$ cat config.mk
export PLATFORM = sky130hd
export DESIGN_NAME = srsp_slave
export DESIGN_NICKNAME = d
export VERILOG_FILES = /design/src/srsp_slave.v
export VERILOG_INCLUDE_DIRS = /design/src /design/src/src
export SDC_FILE = /design/constraint.sdc
export NUM_CORES = 1
export LEC_CHECK = 0
export BUFFER_PORTS_ARGS = -buffer_cell sky130_fd_sc_hd__clkbuf_2
export CELL_PAD_IN_SITES_DETAIL_PLACEMENT = 1
export CELL_PAD_IN_SITES_GLOBAL_PLACEMENT = 1
export CORE_ASPECT_RATIO = 0.7
export CORE_MARGIN = 3
export CORE_UTILIZATION = 45
export DETAILED_ROUTE_END_ITERATION = 10
export PLACE_DENSITY_LB_ADDON = 0.08
export SLEW_MARGIN = 10
export SYNTH_ARGS = -nofsm -noshare
export SYNTH_HDL_FRONTEND = slang
export SYNTH_SLANG_ARGS = --single-unit
$ cat constraint.sdc
create_clock -name I_CLK_SYS -period 4.5 [get_ports I_CLK_SYS]
set_clock_uncertainty 0.05 [all_clocks]
set_input_delay 0.675 -clock I_CLK_SYS [delete_from_list [all_inputs] [get_ports I_CLK_SYS]]
set_output_delay 0.675 -clock I_CLK_SYS [all_outputs]
set_load 0.005 [all_outputs]
$ cat src/srsp_defs.vh
// constants for the serial register slave port
`ifndef SRSP_DEFS_VH
`define SRSP_DEFS_VH

// register map
`define SRSP_ADDR_CFG      15'h0000
`define SRSP_ADDR_SCRATCH  15'h0009
`define SRSP_ADDR_LAST     15'h0009
`define SRSP_ADDR_ONE      15'h0001

// reset values
`define SRSP_CFG_RST       8'h00
`define SRSP_SCRATCH_RST   8'h00
`define SRSP_ZERO_BYTE     8'h00

// config field positions
`define SRSP_CFG_SEP       4
`define SRSP_CFG_UP        5
`define SRSP_CFG_LSB       6
`define SRSP_CFG_STREAM    7

// bit counter start, step and end values
`define SRSP_CNT_ZERO      4'h0
`define SRSP_CNT_ONE       4'h1
`define SRSP_INSTR_LAST    4'hf
`define SRSP_BYTE_LAST     4'h7

`endif

$ cat src/srsp_slave.v
// serial register slave port: sampled link, instruction decode, registers
`timescale 1ns/10ps
`include "srsp_defs.vh"

module srsp_slave
(
  input  wire I_CLK_SYS,            // system clock, 125 mhz
  input  wire I_RST,                // async reset, active high
  input  wire I_SCLK,               // serial clock from master
  input  wire I_CHIP_SELECT_N,      // frame select, active low
  input  wire I_SDIO,               // shared data line, input side
  output wire O_SDIO,               // shared data line, output side
  output wire O_SDIO_OE,            // shared data line drive enable
  output wire O_SERIAL_DATA_OUT,    // 4-wire read data
  output wire O_SERIAL_DATA_OUT_OE, // 4-wire read data drive enable
  output wire O_SEPARATE_LINES_SEL  // current wiring mode, 1 = 4-wire
);

  // frame states
  localparam ST_INSTR = 2'b00;
  localparam ST_DATA  = 2'b01;
  localparam ST_HOLD  = 2'b10;

  reg        cs_s1_q;
  reg        cs_s2_q;
  reg        sclk_s1_q;
  reg        sclk_s2_q;
  reg        sclk_s3_q;
  reg        sdi_s1_q;
  reg        sdi_s2_q;
  reg [1:0]  state_q;
  reg [3:0]  cnt_q;
  reg [15:0] instr_q;
  reg [7:0]  rx_q;
  reg [7:0]  tx_q;
  reg [14:0] addr_q;
  reg        rw_q;
  reg        dout_q;
  reg        sdio_oe_q;
  reg        sdo_oe_q;
  reg [7:0]  cfg_q;
  reg [7:0]  scratch_q;

  wire        sclk_rise;
  wire        sclk_fall;
  wire        cs_act;
  wire        high_bit_first_sel;
  wire        separate_lines_sel;
  wire        addr_step_up_sel;
  wire        multibyte_enable;
  wire [15:0] instr_d;
  wire [7:0]  rx_d;
  wire [14:0] addr_d;
  wire [14:0] start_addr;
  wire        instr_done;
  wire        byte_done;
  wire        wr_fire;

  //////////////////////////////////////////////////////////////////////////
  // pin synchronisers

  // two flops per pin; the third sclk flop only serves edge detection
  always @(posedge I_CLK_SYS or posedge I_RST)
  begin
    if (I_RST)
    begin
      cs_s1_q   <= 1'h1;
      cs_s2_q   <= 1'h1;
      sclk_s1_q <= 1'h0;
      sclk_s2_q <= 1'h0;
      sclk_s3_q <= 1'h0;
      sdi_s1_q  <= 1'h0;
      sdi_s2_q  <= 1'h0;
    end
    else
    begin
      cs_s1_q   <= I_CHIP_SELECT_N;
      cs_s2_q   <= cs_s1_q;
      sclk_s1_q <= I_SCLK;
      sclk_s2_q <= sclk_s1_q;
      sclk_s3_q <= sclk_s2_q;
      sdi_s1_q  <= I_SDIO;
      sdi_s2_q  <= sdi_s1_q;
    end
  end

  // edges seen after synchronising; data shares the same delay
  assign sclk_rise = sclk_s2_q & ~sclk_s3_q;
  assign sclk_fall = ~sclk_s2_q & sclk_s3_q;
  assign cs_act    = ~cs_s2_q;

  //////////////////////////////////////////////////////////////////////////
  // configuration fields

  // settings apply live, so a config write steers the next byte
  assign separate_lines_sel = cfg_q[`SRSP_CFG_SEP];
  assign addr_step_up_sel   = cfg_q[`SRSP_CFG_UP];
  assign high_bit_first_sel = ~cfg_q[`SRSP_CFG_LSB];
  assign multibyte_enable   = cfg_q[`SRSP_CFG_STREAM];

  //////////////////////////////////////////////////////////////////////////
  // shift paths

  // msb first shifts in at bit 0, lsb first at the top; both orders
  // leave the flag in bit 15 and the address in bits 14:0
  assign instr_d = high_bit_first_sel ?
                   {instr_q[14:0], sdi_s2_q} :
                   {sdi_s2_q, instr_q[15:1]};
  assign rx_d    = high_bit_first_sel ?
                   {rx_q[6:0], sdi_s2_q} :
                   {sdi_s2_q, rx_q[7:1]};

  // bit 15 is the direction flag, the rest the start address
  assign start_addr = instr_d[14:0];

  assign instr_done = (state_q == ST_INSTR) & sclk_rise &
                      (cnt_q == `SRSP_INSTR_LAST);
  assign byte_done  = (state_q == ST_DATA) & sclk_rise &
                      (cnt_q == `SRSP_BYTE_LAST);

  // a write lands only on a whole byte, so a short frame writes nothing
  assign wr_fire = byte_done & ~rw_q & cs_act;

  //////////////////////////////////////////////////////////////////////////
  // address stepping

  // wrap at both ends of the defined map
  assign addr_d = addr_step_up_sel ?
                  ((addr_q == `SRSP_ADDR_LAST) ? `SRSP_ADDR_CFG :
                   addr_q + `SRSP_ADDR_ONE) :
                  ((addr_q == `SRSP_ADDR_CFG) ? `SRSP_ADDR_LAST :
                   addr_q - `SRSP_ADDR_ONE);

  //////////////////////////////////////////////////////////////////////////
  // read mux

  // undefined addresses, 0x00a among them, read as zero
  function [7:0] rd_byte;
    input [14:0] a;
    begin
      if (a == `SRSP_ADDR_CFG)
        rd_byte = cfg_q;
      else if (a == `SRSP_ADDR_SCRATCH)
        rd_byte = scratch_q;
      else
        rd_byte = `SRSP_ZERO_BYTE;
    end
  endfunction

  //////////////////////////////////////////////////////////////////////////
  // register file

  // writes to unmapped addresses fall through and are dropped
  always @(posedge I_CLK_SYS or posedge I_RST)
  begin
    if (I_RST)
    begin
      cfg_q     <= `SRSP_CFG_RST;
      scratch_q <= `SRSP_SCRATCH_RST;
    end
    else if (wr_fire)
    begin
      if (addr_q == `SRSP_ADDR_CFG)
        cfg_q <= rx_d;
      else if (addr_q == `SRSP_ADDR_SCRATCH)
        scratch_q <= rx_d;
    end
  end

  //////////////////////////////////////////////////////////////////////////
  // frame sequencer

  // deselect clears the state, bit count and drive enables, so a half-shifted byte is lost
  always @(posedge I_CLK_SYS or posedge I_RST)
  begin
    if (I_RST)
    begin
      state_q   <= ST_INSTR;
      cnt_q     <= `SRSP_CNT_ZERO;
      instr_q   <= 16'h0000;
      rx_q      <= `SRSP_ZERO_BYTE;
      tx_q      <= `SRSP_ZERO_BYTE;
      addr_q    <= `SRSP_ADDR_CFG;
      rw_q      <= 1'h0;
      dout_q    <= 1'h0;
      sdio_oe_q <= 1'h0;
      sdo_oe_q  <= 1'h0;
    end
    else if (!cs_act)
    begin
      state_q   <= ST_INSTR;
      cnt_q     <= `SRSP_CNT_ZERO;
      sdio_oe_q <= 1'h0;
      sdo_oe_q  <= 1'h0;
    end
    else
    begin
      case (state_q)
        ST_INSTR:
        begin
          if (sclk_rise)
          begin
            instr_q <= instr_d;
            cnt_q   <= cnt_q + `SRSP_CNT_ONE;
          end
          // the read byte is fetched before the first data falling edge
          if (instr_done)
          begin
            rw_q    <= instr_d[15];
            addr_q  <= start_addr;
            tx_q    <= rd_byte(start_addr);
            cnt_q   <= `SRSP_CNT_ZERO;
            state_q <= ST_DATA;
          end
        end
        ST_DATA:
        begin
          if (sclk_rise)
          begin
            rx_q  <= rx_d;
            cnt_q <= cnt_q + `SRSP_CNT_ONE;
          end
          // next address is prefetched so streaming reads keep pace
          if (byte_done)
          begin
            cnt_q  <= `SRSP_CNT_ZERO;
            addr_q <= addr_d;
            tx_q   <= rd_byte(addr_d);
            if (!multibyte_enable)
              state_q <= ST_HOLD;
            else
              state_q <= ST_DATA;
          end
          // read data launches on the falling edge
          if (sclk_fall && rw_q)
          begin
            if (high_bit_first_sel)
            begin
              dout_q <= tx_q[7];
              tx_q   <= {tx_q[6:0], 1'h0};
            end
            else
            begin
              dout_q <= tx_q[0];
              tx_q   <= {1'h0, tx_q[7:1]};
            end
            sdio_oe_q <= ~separate_lines_sel;
            sdo_oe_q  <= separate_lines_sel;
          end
        end
        ST_HOLD:
        begin
          // single byte done: release the line after the last bit
          if (sclk_fall)
          begin
            sdio_oe_q <= 1'h0;
            sdo_oe_q  <= 1'h0;
          end
        end
        default:
        begin
          state_q <= ST_INSTR;
        end
      endcase
    end
  end

  //////////////////////////////////////////////////////////////////////////
  // outputs

  // one data flop feeds both lines; only the enables differ by mode
  assign O_SDIO               = dout_q;
  assign O_SDIO_OE            = sdio_oe_q;
  assign O_SERIAL_DATA_OUT    = dout_q;
  assign O_SERIAL_DATA_OUT_OE = sdo_oe_q;
  assign O_SEPARATE_LINES_SEL = cfg_q[`SRSP_CFG_SEP];

endmodule

==> run metrics <==
result of the run finished, final reports clean; clock-pin slew of the registers on the worst-case setup and hold paths 0.07 ns; top cell type by total area after synthesis dfrtp_1; final-stage net count 534; via count of the first global-routing pass 4206; Arrival @ worst endpoint 4.26 ns; clock period minus worst slack 4.03 ns; worst-skew pair later-pin latency 0.34 ns; peak supply drop 0.000214 V; cts repair resizes 0; post-synthesis register bit count 80; maxcap violations 0; list of most frequent post-synthesis cells dfrtp_1, nand2_1, o21ai_0, nor2_1, clkbuf_1; count of buffers inserted at the top-level ports 9; buffer depth of the longest clock path 2; CTS tree done; top-count cell post-synth dfrtp_1; portion of total power attributed to sequential cells 0.460; GP Congestion 0.896; half-perimeter wire length after detailed placement 10500 um; post-route cell area 5360 um^2; clk sink count 80; share of synthesized flip-flops with an asynchronous set or reset 1.00; count of standard-cell rows 31; Syn Std Cell Area 4920 um^2; mean instance size in the synthesized netlist 9.15 um^2; worst min-delay path category reg2reg; worst-margin pin slew 1.02 ns; number of buffers inserted by post-CTS setup repair 0; remaining routing DRC violations 0; Critical Path Fanout Max 15; proportion of total power due to net switching 0.265; Critical Path, Cell by Cell or4_1 > o41ai_4 > o21ai_0 > nor4_1 > nand4_1 > nor4_4 > o221a_1; number of enable flip-flop cells after synthesis 0; period utilisation layout 0.896; number of antenna violations at the first check in global routing 0; first-pass iteration count of the detailed router 5; overall die area 12200 um^2; unrepaired setup endpoints after global routing no; height of the die 93.5 um; CP peak stage delay 0.79 ns; power share of the combinational group 0.076; number of hold-repair buffers added at the cts stage 0; post-route worst hold slack 0.313 ns; CTS H-tree depth 3; Setup crit start kind register; global-route wire length before repair 23800 um; proportion of netlist area held by the largest area contributor 0.397; CP Capture Type register; CTS Buf Count 9; chip width 131 um; count of nets left with antenna violations after detail routing 0; Starting DRT DRC Count 331; slowest cell on the critical path o41ai_4; worst relative slew slack 0.313; ranking of synthesized cells by area dfrtp_1, mux2_2, o21ai_0; Crit Path Category reg2reg; final-layout fill cell count 1200; antenna cell count 0; post-synthesis instance total 538; core area 10500 um^2; total net switching power 443 uW; end-of-flow core utilization 0.510; final-report max-slew violation count 0; total nets after synthesis 548; most used flip-flop cell after synthesis dfrtp_1; routed wirelength normalized by instance count 21.8 um; largest net degree at the start of global routing 43; starting density of the core 0.468; post-detailed-route via-to-cell ratio 6.38; post-synthesis sequential area ratio 0.407; clock root buffer clkbuf_16; internal power 1230 uW; total negative slack 0 ns; layout-stage area growth over the synthesis result 8.87%; number of primary I/O pins 10; via count 4322; total of warnings raised by yosys 0; leakage power 0.00219 uW; total wire length after detailed routing 14700 um; proportion of layout cells with a drive suffix above 1 0.142; final hold viol count 0; required time at the endpoint of the critical path 4.73 ns; Clk network pwr share 0.464; Overall Global Routing Usage 0.251; instance area at placement 5050 um^2; ratio of total power to cell area 311 nW/um^2; number of distinct library cells after synthesis 61; Final setup viols 0; FMAX 248 MHz; remaining global-route overflow 0
registers in the layout, indices dropped and copies added, names as in the netlist, 2 cells and up:
signal     cells
addr_q        15
cnt_q          4
rx_q           8
instr_q       16
cfg_q          8
tx_q           8
state_q        2
scratch_q      8
power by group through the flow:
stage	combinational [uW]	sequential, uW	clock (uW)
global route	141	771	825
global placement	122	780	0
floorplan	86.9	772	0
CTS	125	767	791
finish	126	767	775
detailed placement	124	781	0
logic make-up after synthesis:
| group | count (synthesis) | synth area share |
|---|---|---|
| XOR/XNOR | 5 | 0.00890 |
| buffers and inverters | 55 | 0.0445 |
| adder cells (fa/ha/maj) | 5 | 0.0127 |
| multiplexers | 53 | 0.115 |
| AO/OA/AOI/OAI | 154 | 0.220 |
| AND/OR/NAND/NOR | 186 | 0.192 |
| flip-flops | 80 | 0.407 |
worst max-delay path, delay by kind of cell, from the launching register on:
| family | cells | cell delay [ns] |
|---|---|---|
| and+or+nand+nor | 4 | 2.09 |
| AOI/OAI and AO/OA | 3 | 1.27 |
| DFF | 1 | 0.54 |
through the flow:
| stage | setup slack, ns | total power, uW | std cells |
|---|---|---|---|
| 6_report | 0.466 | 1670 | 677 |
| 5_1_grt | 0.202 | 1740 | 677 |
| 3_3_place_gp | 0.840 | 902 | 661 |
| 2_1_floorplan | 1.35 | 859 | 538 |
| 4_1_cts | 0.577 | 1680 | 677 |
| 3_5_place_dp | 0.645 | 905 | 661 |
per-layer routing:
| layer | wire length (um) | vias to the layer above | part of all wire | GRT usage |
|---|---|---|---|---|
| met1 | 7730 | 2219 | 0.52 | 0.404 |
| li1 | - | 1984 | - | - |
| met2 | 6180 | 108 | 0.42 | 0.343 |
| met3 | 713 | 11 | 0.048 | 0.0497 |
| met4 | 123 | 0 | 0.0083 | 0.0497 |
| met5 | 0 | - | 0 | 0 |
cells in the final DEF, fill, tap and decap left out, types with 7 or more instances in the layout:
cell type	netlist	routed
nand4_1	8	8
nor2_1	40	40
dfrtp_1	78	78
inv_1	11	10
nand2_1	56	56
mux2_2	30	30
o21ai_0	55	55
a221o_1	14	14
nor4_1	12	12
nand3_1	12	12
a31oi_1	7	7
nor3_1	14	14
mux2i_1	23	23
clkbuf_2	0	9
a21oi_1	23	23
clkbuf_16	0	9
buf_4	2	9
path summary, 6_finish.rpt:
path                                 start   endpoint  slack (ns)  depth (start not counted)
max in group asynchronous            I_RST    tx_q[7]        3.07                          3
worst min-delay path               cs_s1_q    cs_s2_q        0.31                          0
min in group asynchronous            I_RST  O_SDIO_OE        0.34                          2
worst max-delay path            addr_q[10]    tx_q[4]        0.47                          7
worst max register to register  addr_q[10]    tx_q[4]        0.47                          7
worst min register to register     cs_s1_q    cs_s2_q        0.31                          0
cell type report:
type,count,area [um^2],share of cell area
Clock buffer,9,225,0.0420
Clock inverter,7,83.8,0.0156
Inverter,12,46.3,0.00864
Multi-Input combinational cell,403,2700,0.504
Sequential cell,80,2000,0.374
Tap cell,148,185,0.0346
Timing Repair Buffer,18,113,0.0210
Power figures use the tool's default switching activity.
